[src/design/flk_pkg.sv]
// flk_pkg: shared constants, types and register map of the flash lock and security block
package flk_pkg;

  // ------------------------------------------------------------
  // flash geometry
  // ------------------------------------------------------------
  localparam int FL_AW = 19;
  localparam int LOCK_N = 16;
  localparam int REGION_LSB = 15;
  localparam int REGION_PAGES = 128;
  localparam int NVB_N = 4;
  localparam int NVB_SEC = 0;
  localparam int NVB_IDX_W = 4;

  // ------------------------------------------------------------
  // erase pin timing, counted in slow clock ticks
  // ------------------------------------------------------------
  localparam int SCLK_HZ = 32768;
  localparam int ERASE_IGNORE_MS = 100;
  localparam int ERASE_ACCEPT_MS = 220;
  localparam int ERASE_IGNORE_TICKS = (ERASE_IGNORE_MS * SCLK_HZ) / 1000;
  localparam int ERASE_ACCEPT_TICKS = (ERASE_ACCEPT_MS * SCLK_HZ + 999) / 1000;
  localparam int ERASE_CNT_W = 13;

  // ------------------------------------------------------------
  // register map (byte offsets)
  // ------------------------------------------------------------
  localparam int WB_AW = 8;
  localparam logic [7:0] REG_CMD = 8'h00;
  localparam logic [7:0] REG_ADDR = 8'h04;
  localparam logic [7:0] REG_STATUS = 8'h08;
  localparam logic [7:0] REG_IRQ_STAT = 8'h0C;
  localparam logic [7:0] REG_IRQ_CLR = 8'h10;
  localparam logic [7:0] REG_IRQ_EN = 8'h14;
  localparam logic [7:0] REG_UID0 = 8'h18;
  localparam logic [7:0] REG_UID1 = 8'h1C;
  localparam logic [7:0] REG_UID2 = 8'h20;
  localparam logic [7:0] REG_UID3 = 8'h24;
  localparam logic [7:0] REG_CALIB = 8'h28;

  // ------------------------------------------------------------
  // field positions
  // ------------------------------------------------------------
  localparam int CMD_OP_LSB = 0;
  localparam int CMD_ARG_LSB = 8;
  localparam int ST_BUSY = 0;
  localparam int ST_SEC = 1;
  localparam int ST_NVB_LSB = 4;
  localparam int ST_LOCK_LSB = 16;
  localparam int IRQ_N = 4;
  localparam int IRQ_DONE = 0;
  localparam int IRQ_LOCK_ERR = 1;
  localparam int IRQ_CMD_ERR = 2;
  localparam int IRQ_WIPED = 3;
  localparam logic [3:0] IRQ_EN_RST = 4'h0;

  // ------------------------------------------------------------
  // types
  // ------------------------------------------------------------
  typedef enum logic [3:0] {
    OP_NONE = 4'h0,
    OP_PROG = 4'h1,
    OP_ERASE_PAGE = 4'h2,
    OP_SET_LOCK = 4'h3,
    OP_CLR_LOCK = 4'h4,
    OP_SET_NVB = 4'h5,
    OP_CLR_NVB = 4'h6,
    OP_CHIP_ERASE = 4'h7
  } flk_op_t;

  typedef struct packed {
    logic cyc;
    logic stb;
    logic we;
    logic [WB_AW-1:0] adr;
    logic [3:0] sel;
    logic [31:0] dat;
  } flk_wb_req_t;

  typedef struct packed {
    logic ack;
    logic [31:0] dat;
  } flk_wb_rsp_t;

  typedef struct packed {
    logic req;
    flk_op_t op;
    logic [FL_AW-1:0] addr;
  } flk_fl_req_t;

  typedef struct packed {
    logic [LOCK_N-1:0] lock;
    logic [NVB_N-1:0] gpnv;
  } flk_nv_t;

endpackage

[src/design/flk_sync2.sv]
// flk_sync2: two-flop synchroniser for levels arriving from outside the clock domain
`timescale 1ns/1ps
module flk_sync2 #(
  parameter int W = 1
) (
  // clock and reset
  input wire logic clk,
  input wire logic arst_n,
  // level in and out
  input wire logic [W-1:0] d,
  output logic [W-1:0] q
);
  typedef struct packed {
    logic [W-1:0] s1;
    logic [W-1:0] s2;
  } flk_sync_st_t;

  flk_sync_st_t st_q;
  flk_sync_st_t st_d;

  always_comb begin
    st_d.s1 = d;
    st_d.s2 = st_q.s1;
  end

  always_ff @(posedge clk or negedge arst_n) begin
    if (!arst_n) begin
      st_q <= '0;
    end else begin
      st_q <= st_d;
    end
  end

  assign q = st_q.s2;
endmodule

[src/design/flk_erase_filter.sv]
// flk_erase_filter: debounces the erase pin by counting slow clock ticks while it is high
`timescale 1ns/1ps
module flk_erase_filter
  import flk_pkg::*;
#(
  parameter int ACCEPT_TICKS = ERASE_ACCEPT_TICKS
) (
  // clock and reset
  input wire logic clk,
  input wire logic arst_n,
  // synchronised inputs
  input wire logic pin_s,
  input wire logic sclk_s,
  // one-cycle request to wipe
  output logic erase_req
);
  typedef struct packed {
    logic sclk_prev;
    logic [ERASE_CNT_W-1:0] cnt;
    logic fired;
    logic req;
  } flk_flt_st_t;

  flk_flt_st_t st_q;
  flk_flt_st_t st_d;

  always_comb begin
    st_d = st_q;
    st_d.sclk_prev = sclk_s;
    st_d.req = 1'b0;
    if (!pin_s) begin
      // short pulses never reach the threshold and are dropped here
      st_d.cnt = '0;
      st_d.fired = 1'b0;
    end else if (sclk_s && !st_q.sclk_prev && !st_q.fired) begin
      st_d.cnt = st_q.cnt + 1'b1;
      if (st_d.cnt >= ERASE_CNT_W'(ACCEPT_TICKS)) begin
        // one request per high level, however long it is held
        st_d.req = 1'b1;
        st_d.fired = 1'b1;
      end
    end
  end

  always_ff @(posedge clk or negedge arst_n) begin
    if (!arst_n) begin
      st_q <= '0;
    end else begin
      st_q <= st_d;
    end
  end

  assign erase_req = st_q.req;
endmodule

[src/design/flk_top.sv]
// flk_top: flash lock bits, security bit, erase pin handling and wishbone register file
// ------------------------------------------------------------
// How it works
// - sixteen lock bits, each guards 32 kbyte
// - locked program or erase aborts, raises interrupt
// - set-lock and clear-lock commands change lock bits
// - accepted erase pin clears all lock bits
// - security bit shuts debug and fast programming ports
// - only set-nv-bit-0 command sets security; no clear
// - security clears only after erase-pin full flash erase
// - calibration bits read-only, erase pin leaves them
// - 128-bit unique id read-only, never erased
// - erase pin debounced: ignore short, accept long
// - erase pin wipes flash and nv bits
// ------------------------------------------------------------
//
// Added by the designer: the register addresses and register access over Wishbone.
`timescale 1ns/1ps
module flk_top
  import flk_pkg::*;
#(
  parameter int ACCEPT_TICKS = ERASE_ACCEPT_TICKS,
  parameter logic [127:0] UID = 128'h0123_4567_89AB_CDEF_FEDC_BA98_7654_3210,
  parameter logic [31:0] CALIB = 32'h0000_00A5
) (
  // clock and reset
  input wire logic clk,
  input wire logic arst_n,
  // wishbone slave
  input wire flk_pkg::flk_wb_req_t wb_req,
  output flk_pkg::flk_wb_rsp_t wb_rsp,
  // pins from outside
  input wire logic erase_pin,
  input wire logic sclk,
  // non-volatile store: contents at power-up and the image to keep
  input wire flk_pkg::flk_nv_t nv_init,
  output flk_pkg::flk_nv_t nv_image,
  // flash array command port
  output flk_pkg::flk_fl_req_t fl_req,
  input wire logic fl_done,
  // access gates for the debug probe and the fast programming port
  output logic debug_probe_port_en,
  output logic fast_programming_port_en,
  // interrupt
  output logic irq
);
  import flk_pkg::*;

  // ------------------------------------------------------------
  // state
  // ------------------------------------------------------------
  typedef enum logic [3:0] {
    S_LOAD = 4'h1,
    S_IDLE = 4'h2,
    S_FLASH = 4'h4,
    S_WIPE = 4'h8
  } flk_fsm_t;

  typedef struct packed {
    flk_fsm_t fsm;
    logic ack;
    logic [31:0] rdat;
    logic [FL_AW-1:0] addr;
    logic [LOCK_N-1:0] lock;
    logic [NVB_N-1:0] gpnv;
    logic [IRQ_N-1:0] irq_stat;
    logic [IRQ_N-1:0] irq_en;
    logic irq;
    logic fl_req;
    flk_op_t fl_op;
    logic [FL_AW-1:0] fl_addr;
    logic erase_pend;
    logic dbg_en;
    logic ffp_en;
  } flk_st_t;

  flk_st_t st_q;
  flk_st_t st_d;

  // ------------------------------------------------------------
  // helpers
  // ------------------------------------------------------------
  function automatic logic [3:0] region_of(input logic [FL_AW-1:0] a);
    region_of = a[FL_AW-1:REGION_LSB];
  endfunction

  function automatic logic [31:0] wmask(input logic [31:0] old, input logic [31:0] nw,
                                        input logic [3:0] sel);
    logic [31:0] m;
    m = {{8{sel[3]}}, {8{sel[2]}}, {8{sel[1]}}, {8{sel[0]}}};
    wmask = (old & ~m) | (nw & m);
  endfunction

  // shut during the load cycle and whenever security is set
  function automatic logic port_open(input flk_fsm_t f, input logic [NVB_N-1:0] nv);
    port_open = !f[0] && !nv[NVB_SEC];
  endfunction

  function automatic logic nvb_valid(input logic [NVB_IDX_W-1:0] idx);
    nvb_valid = idx < NVB_IDX_W'(NVB_N);
  endfunction

  function automatic logic [LOCK_N-1:0] lock_write(input logic [LOCK_N-1:0] l,
                                                   input logic [3:0] r, input logic v);
    lock_write = l;
    lock_write[r] = v;
  endfunction

  function automatic logic [31:0] status_word(input logic busy, input logic [NVB_N-1:0] nv,
                                              input logic [LOCK_N-1:0] l);
    status_word = '0;
    status_word[ST_BUSY] = busy;
    status_word[ST_SEC] = nv[NVB_SEC];
    status_word[ST_NVB_LSB +: NVB_N] = nv;
    status_word[ST_LOCK_LSB +: LOCK_N] = l;
  endfunction

  // ------------------------------------------------------------
  // pin synchronisers and erase pin filter
  // ------------------------------------------------------------
  logic [1:0] pins_s;
  logic erase_req;

  flk_sync2 #(
    .W(2)
  ) u_sync (
    .clk(clk),
    .arst_n(arst_n),
    .d({erase_pin, sclk}),
    .q(pins_s)
  );

  flk_erase_filter #(
    .ACCEPT_TICKS(ACCEPT_TICKS)
  ) u_filter (
    .clk(clk),
    .arst_n(arst_n),
    .pin_s(pins_s[1]),
    .sclk_s(pins_s[0]),
    .erase_req(erase_req)
  );

  // ------------------------------------------------------------
  // bus and command decode
  // ------------------------------------------------------------
  logic bus_hit;
  logic bus_wr;
  logic [31:0] wdat;
  flk_op_t cmd_op;
  logic [NVB_IDX_W-1:0] cmd_arg;
  logic cmd_wr;
  logic [3:0] cmd_region;
  logic cmd_locked;

  always_comb begin
    // ack gates the next take, so a master that keeps stb up gets one pulse per access
    bus_hit = wb_req.cyc && wb_req.stb && !st_q.ack;
    bus_wr = bus_hit && wb_req.we;
    wdat = wb_req.dat;
    cmd_op = flk_op_t'(wdat[CMD_OP_LSB +: 4]);
    cmd_arg = wdat[CMD_ARG_LSB +: NVB_IDX_W];
    cmd_wr = bus_wr && wb_req.adr == REG_CMD;
    // the region follows the address register as it stands when the command lands
    cmd_region = region_of(st_q.addr);
    cmd_locked = st_q.lock[cmd_region];
  end

  // ------------------------------------------------------------
  // next state
  // ------------------------------------------------------------
  logic [IRQ_N-1:0] irq_set;
  logic [IRQ_N-1:0] irq_clr;
  logic [31:0] status;
  logic gate_open;

  always_comb begin
    st_d = st_q;
    irq_set = '0;
    irq_clr = '0;
    st_d.fl_req = 1'b0;
    st_d.ack = bus_hit;

    // erase requests wait for the command in flight; set wins over take
    if (erase_req) begin
      st_d.erase_pend = 1'b1;
    end

    status = status_word(!st_q.fsm[1], st_q.gpnv, st_q.lock);

    // register reads; unmapped and write-only offsets read as zero
    st_d.rdat = '0;
    if (bus_hit && !wb_req.we) begin
      unique case (wb_req.adr)
        REG_ADDR: st_d.rdat = 32'(st_q.addr);
        REG_STATUS: st_d.rdat = status;
        REG_IRQ_STAT: st_d.rdat = 32'(st_q.irq_stat);
        REG_IRQ_EN: st_d.rdat = 32'(st_q.irq_en);
        REG_UID0: st_d.rdat = UID[31:0];
        REG_UID1: st_d.rdat = UID[63:32];
        REG_UID2: st_d.rdat = UID[95:64];
        REG_UID3: st_d.rdat = UID[127:96];
        // identifier and trim are parameters, so neither a write nor a wipe reaches them
        REG_CALIB: st_d.rdat = CALIB;
        default: st_d.rdat = '0;
      endcase
    end

    // register writes that do not start commands
    if (bus_wr) begin
      unique case (wb_req.adr)
        REG_ADDR: st_d.addr = FL_AW'(wmask(32'(st_q.addr), wdat, wb_req.sel));
        REG_IRQ_CLR: irq_clr = wdat[IRQ_N-1:0];
        REG_IRQ_EN: st_d.irq_en = IRQ_N'(wmask(32'(st_q.irq_en), wdat, wb_req.sel));
        default: ;
      endcase
    end

    unique case (st_q.fsm)
      S_LOAD: begin
        // nv contents are taken once, after reset has been released
        // a command written in this cycle is acked but dropped; software polls busy first
        st_d.lock = nv_init.lock;
        st_d.gpnv = nv_init.gpnv;
        st_d.fsm = S_IDLE;
      end
      S_IDLE: begin
        if (st_q.erase_pend) begin
          st_d.erase_pend = erase_req;
          st_d.fl_req = 1'b1;
          st_d.fl_op = OP_CHIP_ERASE;
          st_d.fl_addr = '0;
          st_d.lock = '0;
          st_d.fsm = S_WIPE;
          // a command landing in the same cycle loses to the wipe and is reported
          if (cmd_wr) begin
            irq_set[IRQ_CMD_ERR] = 1'b1;
          end
        end else if (cmd_wr && wb_req.sel[0]) begin
          unique case (cmd_op)
            OP_PROG, OP_ERASE_PAGE: begin
              if (cmd_locked) begin
                irq_set[IRQ_LOCK_ERR] = 1'b1;
              end else begin
                st_d.fl_req = 1'b1;
                st_d.fl_op = cmd_op;
                st_d.fl_addr = st_q.addr;
                st_d.fsm = S_FLASH;
              end
            end
            OP_SET_LOCK: begin
              st_d.lock = lock_write(st_q.lock, cmd_region, 1'b1);
              irq_set[IRQ_DONE] = 1'b1;
            end
            OP_CLR_LOCK: begin
              st_d.lock = lock_write(st_q.lock, cmd_region, 1'b0);
              irq_set[IRQ_DONE] = 1'b1;
            end
            OP_SET_NVB: begin
              if (nvb_valid(cmd_arg)) begin
                st_d.gpnv[cmd_arg[1:0]] = 1'b1;
                irq_set[IRQ_DONE] = 1'b1;
              end else begin
                irq_set[IRQ_CMD_ERR] = 1'b1;
              end
            end
            OP_CLR_NVB: begin
              // the security bit is never cleared by software
              if (nvb_valid(cmd_arg) && cmd_arg != NVB_IDX_W'(NVB_SEC)) begin
                st_d.gpnv[cmd_arg[1:0]] = 1'b0;
                irq_set[IRQ_DONE] = 1'b1;
              end else begin
                irq_set[IRQ_CMD_ERR] = 1'b1;
              end
            end
            default: irq_set[IRQ_CMD_ERR] = 1'b1;
          endcase
        end
      end
      S_FLASH: begin
        // one op at a time; a second command is refused, not queued
        if (cmd_wr) begin
          irq_set[IRQ_CMD_ERR] = 1'b1;
        end
        if (fl_done) begin
          irq_set[IRQ_DONE] = 1'b1;
          st_d.fl_op = OP_NONE;
          st_d.fsm = S_IDLE;
        end
      end
      S_WIPE: begin
        // security holds until the whole array is erased
        if (cmd_wr) begin
          irq_set[IRQ_CMD_ERR] = 1'b1;
        end
        if (fl_done) begin
          st_d.gpnv = '0;
          st_d.lock = '0;
          irq_set[IRQ_WIPED] = 1'b1;
          st_d.fl_op = OP_NONE;
          st_d.fsm = S_IDLE;
        end
      end
      default: st_d.fsm = S_IDLE;
    endcase

    // sticky status: a new event wins over a clear in the same cycle
    st_d.irq_stat = (st_q.irq_stat & ~irq_clr) | irq_set;
    st_d.irq = |(st_d.irq_stat & st_d.irq_en);
    // irq is registered, so it trails the event by one cycle

    // ports stay shut until the nv contents have been loaded
    gate_open = port_open(st_d.fsm, st_d.gpnv);
    st_d.dbg_en = gate_open;
    st_d.ffp_en = gate_open;
  end

  // ------------------------------------------------------------
  // registers
  // ------------------------------------------------------------
  always_ff @(posedge clk or negedge arst_n) begin
    if (!arst_n) begin
      st_q <= '0;
      st_q.fsm <= S_LOAD;
      st_q.fl_op <= OP_NONE;
      st_q.irq_en <= IRQ_EN_RST;
    end else begin
      st_q <= st_d;
    end
  end

  // ------------------------------------------------------------
  // outputs
  // ------------------------------------------------------------
  // every output is a flop of the state struct, so nothing combinational leaves the block
  assign wb_rsp.ack = st_q.ack;
  assign wb_rsp.dat = st_q.rdat;
  assign fl_req.req = st_q.fl_req;
  assign fl_req.op = st_q.fl_op;
  assign fl_req.addr = st_q.fl_addr;
  assign nv_image.lock = st_q.lock;
  assign nv_image.gpnv = st_q.gpnv;
  assign debug_probe_port_en = st_q.dbg_en;
  assign fast_programming_port_en = st_q.ffp_en;
  assign irq = st_q.irq;
endmodule

[config.mk]
export PLATFORM = sky130hd
export DESIGN_NAME = flk_top
export DESIGN_NICKNAME = d
export VERILOG_FILES = /design/src/design/flk_pkg.sv /design/src/design/flk_sync2.sv /design/src/design/flk_erase_filter.sv /design/src/design/flk_top.sv
export SDC_FILE = /design/constraint.sdc
export NUM_CORES = 1
export LEC_CHECK = 0
export ABC_CLOCK_PERIOD_IN_PS = 3400
export BUFFER_PORTS_ARGS = -buffer_cell sky130_fd_sc_hd__clkbuf_2
export CAP_MARGIN = 20
export CORE_MARGIN = 10
export CORE_UTILIZATION = 55
export CTS_CLUSTER_DIAMETER = 100
export DETAILED_ROUTE_END_ITERATION = 16
export PLACE_DENSITY = 0.8
export SLEW_MARGIN = 30
export SYNTH_ARGS = -nofsm -noshare
export SYNTH_HDL_FRONTEND = slang
export SYNTH_SLANG_ARGS = --single-unit
[constraint.sdc]
create_clock -name clk -period 3.4 [get_ports clk]
set_clock_uncertainty 0.2 [all_clocks]
set_input_delay 0.17 -clock clk [delete_from_list [all_inputs] [get_ports clk]]
set_output_delay 0.17 -clock clk [all_outputs]
set_load 0.02 [all_outputs]
* Word level (Yosys, flattened, before mapping)
Index checks and enable logic that the tools add are counted.
** Word-level totals
- Register bits :: 131
** Cells by class
- $add $sub $neg :: 1
- Order comparisons :: 6
- Equality and inequality tests :: 34
- Mux-type cells :: 58
- Bitwise gates (word level) :: 16
- Reductions and logical operators :: 37
** Operator list (count)
- $pmux 32 s9 :: 1
- $mux 24 :: 4
- $pmux 20 s3 :: 1
- $mux 4 :: 13
- $mux 20 :: 2
- $and 19x19->19 :: 2
- $eq 8x5->1 const B :: 4
- $mux 32 :: 1
- $pmux 16 s2 :: 1
- $eq 8x6->1 const B :: 3
- $pmux 4 s2 :: 3
- $mux 1 :: 19
- $not 19->19 :: 1
- $or 19x19->19 :: 1
- $and 16x16->16 :: 1
- $and 4x4->4 :: 4
- $eq 4x3->1 const B :: 4
- $eq 8x4->1 const B :: 2
- $mux 16 :: 1
- $not 16->16 :: 1
- $or 16x16->16 :: 1
- $mux 15 :: 1
- $mux 14 :: 1
- $add 13x1->13 const B :: 1
- other kinds (37) :: 79

* Logic depth before layout (Yosys ltp)
- Depth in word-level cells :: 13
- Depth in mapped cells :: 8
- Gate-level depth less buffers :: 7

* By module
Synthesis repeated with hierarchy kept, for this count alone.
** Unflattened totals
- Cell total of the unflattened synthesis :: 694
- Area, all modules :: 7043.0 um^2
** Modules (own cells, without submodules)
- flk_top :: times used 1, cells an instance 582, area each 5952.0 um^2
- flk_erase_filter :: times used 1, cells an instance 108, area each 991.0 um^2
- flk_sync2 :: times used 1, cells an instance 4, area each 100.1 um^2

* Worst setup path after synthesis
OpenSTA, ideal clock, no wires.
- Path kind :: register -> register
- Start :: register u_filter.st_q[2] in the netlist's numbering
- End :: register u_filter.st_q[1] in the netlist's numbering
- Arrival time :: 2.184 ns
- Required time :: 3.068 ns
- Path slack :: 0.884 ns
- Stages on the path, launching flop included :: 9
- Buffers on the path :: 1
- Period minus slack after synthesis :: 2.516 ns
- Cells stage by stage :: dfrtp_1 -> clkbuf_1 -> inv_1 -> ha_1 -> or4b_2 -> a21oi_1 -> o21bai_1 -> a211oi_1 -> o31ai_1
** On the way
- Cells in the longest elaborated chain, start to end :: 4
** Ends and longest elaborated chain
- start, declared :: RTL line flk_erase_filter.sv:24 : flk_flt_st_t st_q;
- start signal, assigned :: RTL line flk_erase_filter.sv:49 : st_q <= st_d;
- $add 13x1->13 :: RTL line flk_erase_filter.sv:36 : st_d.cnt = st_q.cnt + 1'b1;
- $ge 13x13->1 :: RTL line flk_erase_filter.sv:37 : if (st_d.cnt >= ERASE_CNT_W'(ACCEPT_TICKS)) begin
- $ne 2x1->1 (no line)
- $reduce_and 2->1 (no line)
No other way between the ends.
A chain may end at the register's enable or synchronous reset.

* Worst setup path in the final report
- Start :: register st_q[109] in the netlist's numbering
- End :: register st_q (netlist bit nv_image[2])
** On the way
- Cells in the longest elaborated chain, start to end :: 3
- Elaborated cells between the ends (all ways) :: 12
** Ends and longest elaborated chain
- start, declared :: RTL line flk_top.sv:77 : flk_st_t st_q;
- start signal, assigned :: RTL line flk_top.sv:327 : st_q <= st_d;
- $eq 4x2->1 (tied with other cells) :: RTL line flk_top.sv:218 : unique case (st_q.fsm)
- $ne 3x1->1 (no line) (tied with other cells)
- $reduce_and 7->1 (no line)
Parallel ways exist; a longest one is shown, timed or not.

==> results by group <==
Routing
  • WL met1: approximately 7600 µm
  • Via count: just under 6000
  • DR iter-0 viols: about 570
  • Final routed DRC violation total: 0
  • Router iterations before antenna repair: 5
  • Met3 Wirelength: between 1500 and 2000 µm
  • Drt via density: roughly 5.9
  • Metal2 WL: between 9000 and 10000 µm
  • Drt total wl: a little under 20000 µm
  • Uppermost layer routed: met4
  • Routed WL per cell: 20.0 µm
  • Final ANT Viol Nets: 0

Placed design
  • Placer Congestion: 1.01
  • Port buffer count: between 100 and 150
  • Detailed Place HPWL: around 14000 µm

Status
  • Status: completed

STA
  • Fmax: 0.310 GHz
  • Max-slew violation count: 0
  • Tmin final: roughly 3.2 ns
  • RSZ-0062 raised after global routing: no
  • Setup_tns: 0 ns
  • Final hold viol count: 0
  • Endpoints failing setup: 0
  • Crit share post-route: 0.949
  • Slew Limit Headroom: 0.338
  • Worst slew pin tran: between 0.9 and 1 ns

Yosys
  • Synthesized area: slightly above 7000 µm²
  • Syn_area_per_cell: 10.1 µm²
  • Number of synthesized flops with an enable pin: 0
  • Netlist cell types: 78
  • Commonest cells in the netlist: dfrtp_1, buf_4, nand2_1
  • Post-synth ARST share: 1.00
  • Yosys top cell area share: 0.451
  • Seq cells post-synth: between 100 and 150
  • Top-count cell post-synth: dfrtp_1
  • Sequential area share after synthesis: 0.455
  • Synth Flop Type: dfrtp_1
  • Syn Nets: 790
  • Yosys Warn Count: 0
  • Synth Instances: approximately 720
  • Area contributors post-synth: dfrtp_1, buf_4, mux2_2, nand2_1, a21oi_1
  • Synth area leader: dfrtp_1

Finish
  • Syn-to-layout area delta: 18.9%
  • Layout cell share with drive strength beyond 1: 0.284
  • Register area: roughly 3300 µm²
  • Multi-input logic area: between 3000 and 4000 µm²
  • Fin util: 0.674
  • Final nets: ~900
  • Number of fillers in the final layout: ~960

Critical path
  • Critical path type: register to register
  • Reg2reg path depth: 7
  • Reg2reg setup slack: about 0.17 ns
  • CP Capture Type: register
  • R2R Path End: nv_image[2]$_DFFE_PN0P_
  • Setup crit end: nv_image[2]$_DFFE_PN0P_
  • Max FO, Critical Path: 19
  • Crit Reg-Reg Startpoint: st_q[109]$_DFFE_PN0P_
  • CP startpoint: st_q[109]$_DFFE_PN0P_
  • Arrival time at the worst endpoint: ~3.4 ns
  • Req. time, crit path: around 3.6 ns
  • Critical path startpoint category: register

Clock network
  • CTS clock-pin slew for the worst setup and hold paths: approximately 0.060 ns
  • CTS Buf Count: 17
  • Clk root buf: clkbuf_16
  • Clock sink count: approximately 130
  • CTS H-Tree Depth: 4
  • Largest buffer count on any clock path: 2
  • Worst skew pair latency: around 0.43 ns
  • CTS tree: yes

Job
  • Max-cap violations: 0

Power
  • Maximum vdd drop: 0.000256 V
  • PwrDens: ~440 nW/µm²
  • LEAKAGE: ~4 nW

GRT
  • Pin count of the biggest net entering global routing: 61
  • Initial antenna violation count: 1
  • Gr usage total: 0.221
  • First-pass GRT wire length: 32000 µm
  • Gr ovfl total: 0
  • Number of global-route vias before repair: between 5000 and 6000

Floorplanning
  • # rows: a little over 40
  • Io pins: between 150 and 200
  • Initial Utilization: 0.567
  • Die W: about 130 µm
  • Core area: about 13000 µm²
  • Die area: roughly 18000 µm²
  • Die H: 135 µm

Hold path
  • Worst Hold Class: primary input to register
==> final cells by class <==
type / instances / area share
sequential: 131 / 0.382
multi-input combinational: 444 / 0.358
timing repair buffer: 198 / 0.151
clock buffer: 20 / 0.0544
tap: 172 / 0.0251
clock inverter: 11 / 0.0206
inverter: 19 / 0.00832
antenna: 1 / 0.000292
==> stage by stage <==
stage               hold slack [ns]  std cells  setup WS (ns)  power, W  area, µm²
finish                       0.0274        996          0.173   0.00377       8570
global route                 0.0278        996         0.0903   0.00387       8570
CTS                         0.00576        995          0.259   0.00377       8570
detailed placement           0.0853        911          0.504   0.00177       7400
global placement             0.0780        911          0.580   0.00176       7400
floorplan                    -0.326        716          0.884   0.00168       7210
==> placed cells by master, fill, tap and decap left out, drive strengths merged, types with 12 or more instances in the layout <==
cell type / instances
nor3: 23
dfrtp: 130
mux2: 35
and2: 16
dlygate4sd3: 53
a22oi: 15
a21oi: 38
mux2i: 17
inv: 20
clkbuf: 156
o21ai: 23
a22o: 20
nand2: 76
nand3: 23
a31oi: 12
nor2: 21
==> worst min-delay path by stage <==
stage,from,to,slack (ns),depth (start not counted)
3_3_place_gp,arst_n,u_sync.st_d[1]$_DFF_PN0_,0.08,1
6_report,wb_req[1],register,0.03,2
2_1_floorplan,arst_n,async pin,-0.33,0
3_5_place_dp,arst_n,u_sync.q[1]$_DFF_PN0_,0.09,1
4_1_cts,wb_req[41],wb_rsp[5]$_DFF_PN0_,0.006,3
5_1_grt,wb_req[41],wb_rsp[5]$_DFF_PN0_,0.03,3
==> kinds of logic after synthesis <==
| logic type | count (synthesis) | share of synthesized area |
|---|---|---|
| other | 1 | 0.000520 |
| muxes | 56 | 0.0959 |
| DFF | 131 | 0.455 |
| and+or+nand+nor | 221 | 0.165 |
| buffers and inverters | 141 | 0.121 |
| AOI/OAI and AO/OA | 148 | 0.140 |
| adders and majority gates | 2 | 0.00347 |
| xor gates and xnor gates | 16 | 0.0194 |
==> worst max-delay path, cell delays in order (launching register included) <==
cell and delay, ns:
dfrtp_1 0.56, nor4b_4 0.54, nand2_2 0.18, or2_1 0.29, buf_4 0.21, or3_4 0.41, o221ai_1 0.19, dlygate4sd3_1 0.57
==> timing repair <==
action | CTS | global route
hold buffers | 53 | 0
endpoints found under the hold margin | 103 | 0
gates resized for setup | 0 | 0
setup buffers | 0 | 0
==> where the power goes <==
group	switching, W	internal, W	leakage (nW)
registers	0.0000124	0.00157	1.80
logic	0.000115	0.0000907	1.92
clock network	0.000698	0.00128	0.301
==> layer usage <==
layer | up-vias | track usage
met4 | 0 | 0.122
li1 | 2648 | -
met3 | 66 | 0.0701
met1 | 2875 | 0.258
met2 | 329 | 0.353
met5 | - | 0
Power figures use the tool's default switching activity.
